--- config.mk ---
export PLATFORM = sky130hd
export DESIGN_NAME = dcsrm_engine_flat
export DESIGN_NICKNAME = d
export VERILOG_FILES = /design/src/hdl/dcsrm_pkg.sv /design/src/hdl/dcsrm_if.sv /design/src/hdl/dcsrm_engine.sv /design/src/flat_wrapper.sv
export SDC_FILE = /design/constraint.sdc
export NUM_CORES = 2
export LEC_CHECK = 0
export BUFFER_PORTS_ARGS = -buffer_cell sky130_fd_sc_hd__buf_2
export CAP_MARGIN = 5
export CELL_PAD_IN_SITES_DETAIL_PLACEMENT = 1
export CELL_PAD_IN_SITES_GLOBAL_PLACEMENT = 1
export CORE_UTILIZATION = 47
export DETAILED_ROUTE_END_ITERATION = 8
export GPL_TIMING_DRIVEN = 0
export HOLD_SLACK_MARGIN = 0.06
export PLACE_DENSITY = 0.86
export REMOVE_ABC_BUFFERS = 1
export SYNTH_ARGS = -nofsm -noshare
export SYNTH_HDL_FRONTEND = slang
export SYNTH_SLANG_ARGS = --single-unit
--- constraint.sdc ---
create_clock -name sys_clk -period 3.5 [get_ports sys_clk]
set_input_delay 0.7 -clock sys_clk [delete_from_list [all_inputs] [get_ports sys_clk]]
set_output_delay 0.7 -clock sys_clk [all_outputs]
set_load 0.05 [all_outputs]
--- src/hdl/dcsrm_pkg.sv ---
// Shared constants and types for the register slave and memory read master ends
`default_nettype none
package dcsrm_pkg;
    localparam int LITE_ADDR_W   = 32;
    localparam int LITE_DATA_W   = 32;
    localparam int LITE_STRB_W   = 4;
    localparam int RESP_W        = 2;
    localparam int PROT_W        = 3;
    localparam int SPACE_SEL_BIT = 15;
    localparam int REG_IDX_W     = 4;
    localparam int REG_IDX_LSB   = 2;
    localparam int LEN_W         = 8;
    localparam int SIZE_W        = 3;
    localparam int BURST_W       = 2;
    localparam int ID_W          = 4;
    localparam int CACHE_W       = 4;
    localparam int AUSER_W       = 32;
    localparam int QNUM_LSB      = 19;
    localparam int QNUM_W        = 13;
    localparam logic [1:0] RESP_OKAY   = 2'h0;
    localparam logic [1:0] RESP_SLVERR = 2'h2;
    localparam logic [1:0] BURST_INCR  = 2'h1;
    localparam logic [2:0] PROT_NONE   = 3'h0;
    localparam logic [3:0] CACHE_NONE  = 4'h0;
    typedef enum logic { DCSRM_SPACE_BRIDGE, DCSRM_SPACE_ENGINE } dcsrm_space_t;
endpackage
`default_nettype wire

--- src/hdl/dcsrm_if.sv ---
// Interface joining the register/read-master end with the user end
`timescale 1ns/1ps
`default_nettype none
interface dcsrm_if #(
    parameter int ADDR_W = 64,
    parameter int DATA_W = 256
) ();
    // Register slave write path
    logic [dcsrm_pkg::LITE_ADDR_W-1:0] awaddr;
    logic [dcsrm_pkg::PROT_W-1:0]      awprot;
    logic                              awvalid;
    logic                              awready;
    logic [dcsrm_pkg::LITE_DATA_W-1:0] wdata;
    logic [dcsrm_pkg::LITE_STRB_W-1:0] wstrb;
    logic                              wvalid;
    logic                              wready;
    logic [dcsrm_pkg::RESP_W-1:0]      bresp;
    logic                              bvalid;
    logic                              bready;
    // Register slave read path
    logic [dcsrm_pkg::LITE_ADDR_W-1:0] araddr;
    logic [dcsrm_pkg::PROT_W-1:0]      arprot;
    logic                              arvalid;
    logic                              arready;
    logic [dcsrm_pkg::LITE_DATA_W-1:0] rdata;
    logic [dcsrm_pkg::RESP_W-1:0]      rresp;
    logic                              rvalid;
    logic                              rready;
    // Memory read master address
    logic [ADDR_W-1:0]                 m_araddr;
    logic [dcsrm_pkg::ID_W-1:0]        m_arid;
    logic [dcsrm_pkg::AUSER_W-1:0]     m_aruser;
    logic [dcsrm_pkg::LEN_W-1:0]       m_arlen;
    logic [dcsrm_pkg::SIZE_W-1:0]      m_arsize;
    logic [dcsrm_pkg::BURST_W-1:0]     m_arburst;
    logic [dcsrm_pkg::PROT_W-1:0]      m_arprot;
    logic [dcsrm_pkg::CACHE_W-1:0]     m_arcache;
    logic                              m_arlock;
    logic                              m_arvalid;
    logic                              m_arready;
    // Memory read data
    logic [DATA_W-1:0]                 m_rdata;
    logic [dcsrm_pkg::ID_W-1:0]        m_rid;
    logic [dcsrm_pkg::RESP_W-1:0]      m_rresp;
    logic                              m_rlast;
    logic [DATA_W/8-1:0]               m_ruser;
    logic                              m_rvalid;
    logic                              m_rready;

    modport engine (
        input  awaddr, awprot, awvalid, wdata, wstrb, wvalid, bready,
        input  araddr, arprot, arvalid, rready,
        output awready, wready, bresp, bvalid, arready, rdata, rresp, rvalid,
        output m_araddr, m_arid, m_aruser, m_arlen, m_arsize, m_arburst,
        output m_arprot, m_arcache, m_arlock, m_arvalid, m_rready,
        input  m_arready, m_rdata, m_rid, m_rresp, m_rlast, m_ruser, m_rvalid
    );
    modport user (
        output awaddr, awprot, awvalid, wdata, wstrb, wvalid, bready,
        output araddr, arprot, arvalid, rready,
        input  awready, wready, bresp, bvalid, arready, rdata, rresp, rvalid,
        input  m_araddr, m_arid, m_aruser, m_arlen, m_arsize, m_arburst,
        input  m_arprot, m_arcache, m_arlock, m_arvalid, m_rready,
        output m_arready, m_rdata, m_rid, m_rresp, m_rlast, m_ruser, m_rvalid
    );
endinterface // dcsrm_if
`default_nettype wire

--- src/hdl/dcsrm_engine.sv ---
// Engine end: register slave with two spaces and the memory read master
`timescale 1ns/1ps
`default_nettype none
module dcsrm_engine #(
    parameter int ADDR_W   = 64,
    parameter int DATA_W   = 256,
    parameter bit PROT_MODE = 1'b1
) (
    // Clock and reset
    input  wire logic                            sys_clk,
    input  wire logic                            rst,
    // Link
    dcsrm_if.engine                              bus,
    // Engine read requests
    input  wire logic                            req_valid,
    output logic                                 req_ready,
    input  wire logic [ADDR_W-1:0]               req_addr,
    input  wire logic [dcsrm_pkg::LEN_W-1:0]     req_len,
    input  wire logic [dcsrm_pkg::SIZE_W-1:0]    req_size,
    input  wire logic [dcsrm_pkg::ID_W-1:0]      req_id,
    input  wire logic [dcsrm_pkg::QNUM_W-1:0]    req_qnum,
    // Returned data
    output logic                                 dat_valid,
    input  wire logic                            dat_ready,
    output logic [DATA_W-1:0]                    dat_data,
    output logic [dcsrm_pkg::ID_W-1:0]           dat_id,
    output logic [dcsrm_pkg::RESP_W-1:0]         dat_resp,
    output logic                                 dat_last,
    output logic                                 dat_parity_err,
    // Word 0 of each register space, seen by the engine
    output logic [dcsrm_pkg::LITE_DATA_W-1:0]    engine_ctrl,
    output logic [dcsrm_pkg::LITE_DATA_W-1:0]    bridge_ctrl
);
    localparam int NREG = 1 << dcsrm_pkg::REG_IDX_W;
    localparam int PW   = DATA_W / 8;
    localparam int EW   = DATA_W + dcsrm_pkg::ID_W + dcsrm_pkg::RESP_W + 2;

    // Parity lanes need whole bytes; refused while elaborating, not at run time
    if (DATA_W % 8 != 0 || DATA_W < 8 || ADDR_W < 12) begin : g_bad_width
        $error("dcsrm_engine: unsupported width");
    end

    // Bit 15 chooses the register space
    function automatic dcsrm_pkg::dcsrm_space_t space_of(
        input logic [dcsrm_pkg::LITE_ADDR_W-1:0] a);
        space_of = a[dcsrm_pkg::SPACE_SEL_BIT] ? dcsrm_pkg::DCSRM_SPACE_ENGINE
                                              : dcsrm_pkg::DCSRM_SPACE_BRIDGE;
    endfunction

    // Each register space is a small word array
    logic [dcsrm_pkg::LITE_DATA_W-1:0] eng_reg  [NREG];
    logic [dcsrm_pkg::LITE_DATA_W-1:0] brg_reg  [NREG];
    logic [dcsrm_pkg::LITE_DATA_W-1:0] eng_next [NREG];
    logic [dcsrm_pkg::LITE_DATA_W-1:0] brg_next [NREG];
    logic                              bvalid_reg, bvalid_next;
    logic                              rvalid_reg, rvalid_next;
    logic [dcsrm_pkg::LITE_DATA_W-1:0] rdata_reg, rdata_next;
    logic                              wr_go, rd_go;
    logic [dcsrm_pkg::REG_IDX_W-1:0]   widx, ridx;

    // Address and data taken together; prot is never looked at
    assign wr_go = bus.awvalid && bus.wvalid && !bvalid_reg;
    assign rd_go = bus.arvalid && !rvalid_reg;
    assign widx  = bus.awaddr[dcsrm_pkg::REG_IDX_LSB +: dcsrm_pkg::REG_IDX_W];
    assign ridx  = bus.araddr[dcsrm_pkg::REG_IDX_LSB +: dcsrm_pkg::REG_IDX_W];

    always_comb begin
        eng_next    = eng_reg;
        brg_next    = brg_reg;
        bvalid_next = bvalid_reg && !bus.bready;
        rvalid_next = rvalid_reg && !bus.rready;
        rdata_next  = rdata_reg;
        if (wr_go) begin
            bvalid_next = 1'b1;
            for (int b = 0; b < dcsrm_pkg::LITE_STRB_W; b++) begin
                if (bus.wstrb[b]) begin
                    if (space_of(bus.awaddr) == dcsrm_pkg::DCSRM_SPACE_ENGINE) begin
                        eng_next[widx][8*b +: 8] = bus.wdata[8*b +: 8];
                    end else begin
                        brg_next[widx][8*b +: 8] = bus.wdata[8*b +: 8];
                    end
                end
            end
        end
        if (rd_go) begin
            rvalid_next = 1'b1;
            rdata_next  = (space_of(bus.araddr) == dcsrm_pkg::DCSRM_SPACE_ENGINE)
                          ? eng_reg[ridx] : brg_reg[ridx];
        end
    end

    always_ff @(posedge sys_clk) begin
        if (rst) begin
            for (int i = 0; i < NREG; i++) begin
                eng_reg[i] <= '0;
                brg_reg[i] <= '0;
            end
            bvalid_reg <= 1'b0;
            rvalid_reg <= 1'b0;
            rdata_reg  <= '0;
        end else begin
            eng_reg    <= eng_next;
            brg_reg    <= brg_next;
            bvalid_reg <= bvalid_next;
            rvalid_reg <= rvalid_next;
            rdata_reg  <= rdata_next;
        end
    end

    assign bus.awready = wr_go;
    assign bus.wready  = wr_go;
    assign bus.bvalid  = bvalid_reg;
    assign bus.bresp   = dcsrm_pkg::RESP_OKAY;
    assign bus.arready = rd_go;
    assign bus.rvalid  = rvalid_reg;
    assign bus.rdata   = rdata_reg;
    assign bus.rresp   = dcsrm_pkg::RESP_OKAY;
    assign engine_ctrl = eng_reg[0];
    assign bridge_ctrl = brg_reg[0];

    // Read address channel: one request held until accepted
    logic                            arv_reg, arv_next;
    logic [ADDR_W-1:0]               ara_reg, ara_next;
    logic [dcsrm_pkg::LEN_W-1:0]     len_reg, len_next;
    logic [dcsrm_pkg::SIZE_W-1:0]    siz_reg, siz_next;
    logic [dcsrm_pkg::ID_W-1:0]      id_reg, id_next;
    logic [dcsrm_pkg::QNUM_W-1:0]    q_reg, q_next;

    assign req_ready = !arv_reg || bus.m_arready;

    always_comb begin
        arv_next = arv_reg && !bus.m_arready;
        ara_next = ara_reg;
        len_next = len_reg;
        siz_next = siz_reg;
        id_next  = id_reg;
        q_next   = q_reg;
        if (req_valid && req_ready) begin
            arv_next = 1'b1;
            ara_next = req_addr;
            len_next = req_len;
            siz_next = req_size;
            id_next  = req_id;
            q_next   = req_qnum;
        end
    end

    always_ff @(posedge sys_clk) begin
        if (rst) begin
            arv_reg <= 1'b0;
            ara_reg <= '0;
            len_reg <= '0;
            siz_reg <= '0;
            id_reg  <= '0;
            q_reg   <= '0;
        end else begin
            arv_reg <= arv_next;
            ara_reg <= ara_next;
            len_reg <= len_next;
            siz_reg <= siz_next;
            id_reg  <= id_next;
            q_reg   <= q_next;
        end
    end

    assign bus.m_arvalid = arv_reg;
    assign bus.m_araddr  = ara_reg;
    assign bus.m_arlen   = len_reg;
    assign bus.m_arsize  = siz_reg;
    assign bus.m_arburst = dcsrm_pkg::BURST_INCR;
    assign bus.m_arid    = id_reg;
    assign bus.m_aruser  = {q_reg, {dcsrm_pkg::QNUM_LSB{1'b0}}};
    assign bus.m_arprot  = dcsrm_pkg::PROT_NONE;
    assign bus.m_arcache = dcsrm_pkg::CACHE_NONE;
    assign bus.m_arlock  = 1'b0;

    // Two-entry skid buffer on read data so a stall downstream drops nothing
    logic [EW-1:0] buf_reg [2];
    logic [EW-1:0] buf_next [2];
    logic [1:0]    cnt_reg, cnt_next;
    logic [EW-1:0] in_word;
    logic          perr;
    logic          push, pop;

    // Odd parity: each byte plus its bit carries an odd count of ones
    always_comb begin
        perr = 1'b0;
        for (int b = 0; b < PW; b++) begin
            if (PROT_MODE && !(^{bus.m_rdata[8*b +: 8], bus.m_ruser[b]})) begin
                perr = 1'b1;
            end
        end
    end

    assign in_word      = {bus.m_rdata, bus.m_rid, bus.m_rresp, bus.m_rlast, perr};
    assign bus.m_rready = (cnt_reg != 2'h2);
    assign push         = bus.m_rvalid && bus.m_rready;
    assign pop          = dat_valid && dat_ready;

    always_comb begin
        buf_next = buf_reg;
        cnt_next = cnt_reg;
        if (pop) begin
            buf_next[0] = buf_reg[1];
        end
        if (push) begin
            buf_next[(cnt_reg == 2'h2 || (cnt_reg == 2'h1 && !pop)) ? 1 : 0] = in_word;
        end
        cnt_next = cnt_reg + {1'b0, push} - {1'b0, pop};
    end

    always_ff @(posedge sys_clk) begin
        if (rst) begin
            buf_reg[0] <= '0;
            buf_reg[1] <= '0;
            cnt_reg    <= 2'h0;
        end else begin
            buf_reg <= buf_next;
            cnt_reg <= cnt_next;
        end
    end

    assign dat_valid = (cnt_reg != 2'h0);
    assign {dat_data, dat_id, dat_resp, dat_last, dat_parity_err} = buf_reg[0];
endmodule // dcsrm_engine
`default_nettype wire

--- src/flat_wrapper.sv ---
// flat-port wrapper written by rule: the top's interface ports become plain ports
module dcsrm_engine_flat 
#(
    parameter int ADDR_W   = 64,
    parameter int DATA_W   = 256,
    parameter bit PROT_MODE = 1'b1
)
  (sys_clk, rst, req_valid, req_ready, req_addr, req_len, req_size, req_id, req_qnum, dat_valid, dat_ready, dat_data, dat_id, dat_resp, dat_last, dat_parity_err, engine_ctrl, bridge_ctrl, bus_awaddr, bus_awprot, bus_awvalid, bus_wdata, bus_wstrb, bus_wvalid, bus_bready, bus_araddr, bus_arprot, bus_arvalid, bus_rready, bus_awready, bus_wready, bus_bresp, bus_bvalid, bus_arready, bus_rdata, bus_rresp, bus_rvalid, bus_m_araddr, bus_m_arid, bus_m_aruser, bus_m_arlen, bus_m_arsize, bus_m_arburst, bus_m_arprot, bus_m_arcache, bus_m_arlock, bus_m_arvalid, bus_m_rready, bus_m_arready, bus_m_rdata, bus_m_rid, bus_m_rresp, bus_m_rlast, bus_m_ruser, bus_m_rvalid);
  dcsrm_if #(.ADDR_W(ADDR_W), .DATA_W(DATA_W)) bus_i ();
  input  wire logic sys_clk;
  input  wire logic rst;
  input  wire logic req_valid;
  output logic req_ready;
  input  wire logic [ADDR_W-1:0] req_addr;
  input  wire logic [dcsrm_pkg::LEN_W-1:0] req_len;
  input  wire logic [dcsrm_pkg::SIZE_W-1:0] req_size;
  input  wire logic [dcsrm_pkg::ID_W-1:0] req_id;
  input  wire logic [dcsrm_pkg::QNUM_W-1:0] req_qnum;
  output logic dat_valid;
  input  wire logic dat_ready;
  output logic [DATA_W-1:0] dat_data;
  output logic [dcsrm_pkg::ID_W-1:0] dat_id;
  output logic [dcsrm_pkg::RESP_W-1:0] dat_resp;
  output logic dat_last;
  output logic dat_parity_err;
  output logic [dcsrm_pkg::LITE_DATA_W-1:0] engine_ctrl;
  output logic [dcsrm_pkg::LITE_DATA_W-1:0] bridge_ctrl;
  input wire logic [$bits(bus_i.awaddr)-1:0] bus_awaddr;
  input wire logic [$bits(bus_i.awprot)-1:0] bus_awprot;
  input wire logic [$bits(bus_i.awvalid)-1:0] bus_awvalid;
  input wire logic [$bits(bus_i.wdata)-1:0] bus_wdata;
  input wire logic [$bits(bus_i.wstrb)-1:0] bus_wstrb;
  input wire logic [$bits(bus_i.wvalid)-1:0] bus_wvalid;
  input wire logic [$bits(bus_i.bready)-1:0] bus_bready;
  input wire logic [$bits(bus_i.araddr)-1:0] bus_araddr;
  input wire logic [$bits(bus_i.arprot)-1:0] bus_arprot;
  input wire logic [$bits(bus_i.arvalid)-1:0] bus_arvalid;
  input wire logic [$bits(bus_i.rready)-1:0] bus_rready;
  output wire logic [$bits(bus_i.awready)-1:0] bus_awready;
  output wire logic [$bits(bus_i.wready)-1:0] bus_wready;
  output wire logic [$bits(bus_i.bresp)-1:0] bus_bresp;
  output wire logic [$bits(bus_i.bvalid)-1:0] bus_bvalid;
  output wire logic [$bits(bus_i.arready)-1:0] bus_arready;
  output wire logic [$bits(bus_i.rdata)-1:0] bus_rdata;
  output wire logic [$bits(bus_i.rresp)-1:0] bus_rresp;
  output wire logic [$bits(bus_i.rvalid)-1:0] bus_rvalid;
  output wire logic [$bits(bus_i.m_araddr)-1:0] bus_m_araddr;
  output wire logic [$bits(bus_i.m_arid)-1:0] bus_m_arid;
  output wire logic [$bits(bus_i.m_aruser)-1:0] bus_m_aruser;
  output wire logic [$bits(bus_i.m_arlen)-1:0] bus_m_arlen;
  output wire logic [$bits(bus_i.m_arsize)-1:0] bus_m_arsize;
  output wire logic [$bits(bus_i.m_arburst)-1:0] bus_m_arburst;
  output wire logic [$bits(bus_i.m_arprot)-1:0] bus_m_arprot;
  output wire logic [$bits(bus_i.m_arcache)-1:0] bus_m_arcache;
  output wire logic [$bits(bus_i.m_arlock)-1:0] bus_m_arlock;
  output wire logic [$bits(bus_i.m_arvalid)-1:0] bus_m_arvalid;
  output wire logic [$bits(bus_i.m_rready)-1:0] bus_m_rready;
  input wire logic [$bits(bus_i.m_arready)-1:0] bus_m_arready;
  input wire logic [$bits(bus_i.m_rdata)-1:0] bus_m_rdata;
  input wire logic [$bits(bus_i.m_rid)-1:0] bus_m_rid;
  input wire logic [$bits(bus_i.m_rresp)-1:0] bus_m_rresp;
  input wire logic [$bits(bus_i.m_rlast)-1:0] bus_m_rlast;
  input wire logic [$bits(bus_i.m_ruser)-1:0] bus_m_ruser;
  input wire logic [$bits(bus_i.m_rvalid)-1:0] bus_m_rvalid;
  assign bus_i.awaddr = bus_awaddr;
  assign bus_i.awprot = bus_awprot;
  assign bus_i.awvalid = bus_awvalid;
  assign bus_i.wdata = bus_wdata;
  assign bus_i.wstrb = bus_wstrb;
  assign bus_i.wvalid = bus_wvalid;
  assign bus_i.bready = bus_bready;
  assign bus_i.araddr = bus_araddr;
  assign bus_i.arprot = bus_arprot;
  assign bus_i.arvalid = bus_arvalid;
  assign bus_i.rready = bus_rready;
  assign bus_awready = bus_i.awready;
  assign bus_wready = bus_i.wready;
  assign bus_bresp = bus_i.bresp;
  assign bus_bvalid = bus_i.bvalid;
  assign bus_arready = bus_i.arready;
  assign bus_rdata = bus_i.rdata;
  assign bus_rresp = bus_i.rresp;
  assign bus_rvalid = bus_i.rvalid;
  assign bus_m_araddr = bus_i.m_araddr;
  assign bus_m_arid = bus_i.m_arid;
  assign bus_m_aruser = bus_i.m_aruser;
  assign bus_m_arlen = bus_i.m_arlen;
  assign bus_m_arsize = bus_i.m_arsize;
  assign bus_m_arburst = bus_i.m_arburst;
  assign bus_m_arprot = bus_i.m_arprot;
  assign bus_m_arcache = bus_i.m_arcache;
  assign bus_m_arlock = bus_i.m_arlock;
  assign bus_m_arvalid = bus_i.m_arvalid;
  assign bus_m_rready = bus_i.m_rready;
  assign bus_i.m_arready = bus_m_arready;
  assign bus_i.m_rdata = bus_m_rdata;
  assign bus_i.m_rid = bus_m_rid;
  assign bus_i.m_rresp = bus_m_rresp;
  assign bus_i.m_rlast = bus_m_rlast;
  assign bus_i.m_ruser = bus_m_ruser;
  assign bus_i.m_rvalid = bus_m_rvalid;
  dcsrm_engine #(.ADDR_W(ADDR_W), .DATA_W(DATA_W), .PROT_MODE(PROT_MODE)) u_core (.sys_clk(sys_clk), .rst(rst), .bus(bus_i), .req_valid(req_valid), .req_ready(req_ready), .req_addr(req_addr), .req_len(req_len), .req_size(req_size), .req_id(req_id), .req_qnum(req_qnum), .dat_valid(dat_valid), .dat_ready(dat_ready), .dat_data(dat_data), .dat_id(dat_id), .dat_resp(dat_resp), .dat_last(dat_last), .dat_parity_err(dat_parity_err), .engine_ctrl(engine_ctrl), .bridge_ctrl(bridge_ctrl));
endmodule
==> results by group <==
Power and ir drop
  – Peak supply drop: 498 uV
  – Leakage: 29.6 nW
  – Pwr Density: 606 nW/um2
  – Power Total: 51.1 mW

Floorplanning
  – Die height: 400 um
  – Die area: 160000 um2
  – Die W: 400 um
  – Initial Util: 0.475
  – I/O pins: 998
  – FP Rows: 145
  – Core Box Area: 157000 um2

Finish
  – Fin util: 0.538
  – Fillers: 18400
  – Share of cells above drive strength 1: 0.179
  – Fin cells: 11200
  – Final instance area: 84400 um2
  – Most common cell after layout, fill and taps aside: nand2_1
  – Commonest cells after routing, fill and taps aside: 2327 x nand2_1, 1681 x dfxtp_1, 1381 x a21oi_1, 899 x buf_2, 513 x nand3_1
  – Nets: 9438
  – Area delta synth->final: 13.3%

CTS
  – CTS tree: yes
  – Post-CTS Setup Inserts: 0
  – Worst-Skew Late Latency: 0.83 ns
  – Clk root buf: clkbuf_16
  – CTS Buf Count: 177
  – Clock buffer depth: 3
  – H-tree Lvls: 4
  – Clock Pin Slew Worst Setup and Hold Paths: 0.07 ns
  – Clk sinks: 1681

Place
  – Placed insts: 10800
  – Area after DPL: 78200 um2
  – Dpl hpwl: 180000 um
  – IO buf count: 904
  – Post-Place Setup Slack: -0.764 ns
  – Placer congestion estimate: 0.890

STA
  – Final cycle utilization of the critical path: 0.956
  – Final Max Slew Viols: 0
  – Max Fclk: 0.299 GHz
  – Rel. slew slack: 0.138
  – Final hold violation count: 0
  – Clk_skew: 0.0530 ns
  – Sum Neg Setup Slack: 0 ns
  – Final hold slack: 0.125 ns
  – Slew @ Worst Pin: 1.28 ns
  – RSZ-0062 raised after global routing: no
  – Min cycle time layout: 3.35 ns
  – Final setup margin: 0.153 ns
  – Setup Viol. Count Final: 0

Logic synthesis
  – Synth unique cells: 32
  – Predominant post-synthesis flop cell: dfxtp_1
  – Post-synth EDFFs: 0
  – Register area share after synthesis: 0.452
  – Syn avg cell area: 8.38 um2
  – YS warnings: 0
  – FF+latch count, synth: 1681
  – FFs w/ async S/R, synth: 0
  – Mapped cell area: 74500 um2
  – Post-Synthesis Cells: 8893

Global routing
  – Met2 usage in global routing: 0.561
  – First-pass GRT wire length: 425000 um
  – Total gr overflow: 0
  – Met3 Usage GRT: 0.0591
  – Initial antenna violation count: 67
  – Met1 Usage GRT: 0.398
  – Largest net degree at the start of global routing: 224
  – Vias in the first global route: 71000
  – GRT busiest layer: met2
  – GRT Util Overall: 0.337

Drt
  – Drt drc: 0
  – 1st-pass router iterations: 6
  – Initial DRC count: 6896
  – Final wirelength: 283000 um
  – Via count: 69100
  – Drt wl/cell: 25.3 um
  – DRT antenna net count: 0
  – Vias per cell: 6.17

Critical path
  – RR Startpoint: u_core.bus.bvalid
  – Critical Path Source: u_core.bus.bvalid
  – Crit path DAT: 4.08 ns
  – Crit Path Class: register to register
  – Critical Path End Type: register
  – CP startpoint kind: register
  – Top fanout value on the critical path: 72
  – Worst EP required: 4.24 ns

Job
  – Max Cap Viol: 0

Hold path
  – Hold Crit Class: primary input to register
  – Worst Min Path Start: req_addr[9]

Outcome
  – Status: finished, final reports clean
synthesized netlist by cell type (28+ instances only):
cell type	instances	area share
nand2_1	2340	0.12
dfxtp_1	1681	0.45
a21oi_1	1381	0.093
clkbuf_1	717	0.036
nand3_1	515	0.035
o21ai_0	512	0.034
nor2_1	372	0.019
buf_4	365	0.037
mux4_2	320	0.097
a311oi_1	263	0.031
xnor2_1	153	0.018
xor2_1	49	0.0058
buf_2	44	0.0030
a211oi_1	34	0.0034
mux2i_1	33	0.0044
buf_1	31	0.0016
xnor3_1	28	0.0085
cell type report:
class / instances / area, um2 / area share
tap: 2058 / 2570 / 0.0305
clock buffer: 270 / 5220 / 0.0619
inverter: 5 / 26.3 / 0.000311
sequential: 1681 / 33700 / 0.399
multi-input combinational: 6080 / 35400 / 0.420
clock inverter: 51 / 777 / 0.00921
antenna: 62 / 155 / 0.00184
timing repair buffer: 987 / 6560 / 0.0778
metal layers:
| layer | vias up | wire length [um] |
|---|---|---|
| met5 | - | 51 |
| met2 | 3151 | 138000 |
| met3 | 833 | 19900 |
| li1 | 30300 | - |
| met4 | 8 | 18700 |
| met1 | 34800 | 107000 |
critical path, cell delays in order (launching register included):
cell,delay (ns)
dfxtp_1,0.33
nand3b_4,0.19
nor3b_2,0.68
nand2_4,0.75
nor2_1,0.86
nand2_1,0.19
a21oi_1,0.22
cells by family (layout without fill, tap and decap cells):
family	after synthesis	in the layout	synth area share
AO/OA/AOI/OAI	2190	2190	0.161
XOR/XNOR	230	230	0.0322
adder cells (fa/ha/maj)	2	2	0.000336
buffers and inverters	1165	1313	0.0781
flip-flops	1681	1681	0.452
multiplexers	353	353	0.101
other	2	95	0.000101
AND/OR/NAND/NOR	3270	3272	0.175
worst paths after layout:
check,to,slack (ns),cells past startpoint
setup reg to reg,u_core.brg_reg[223],0.15,6
setup / recovery,u_core.brg_reg[223],0.15,6
hold / removal,u_core.bus.m_araddr[9],0.13,3
hold reg to reg,u_core.q_reg[9],0.45,2
what timing repair did:
item	in CTS	in global routing
setup endpoints to repair	119	48
cloned	1	1
hold buffers	1	0
gates resized for setup	2	2
endpoints found under the hold margin	1	0
report_power, final:
| group | switching, mW | internal, mW | leakage, nW |
|---|---|---|---|
| registers | 0.711 | 20.3 | 13.6 |
| clock network | 8.40 | 11.3 | 2.92 |
| logic | 7.99 | 2.51 | 13.0 |
| total | 17.1 | 34.1 | 29.6 |
Note: power is estimated with default switching activity, not from simulation.
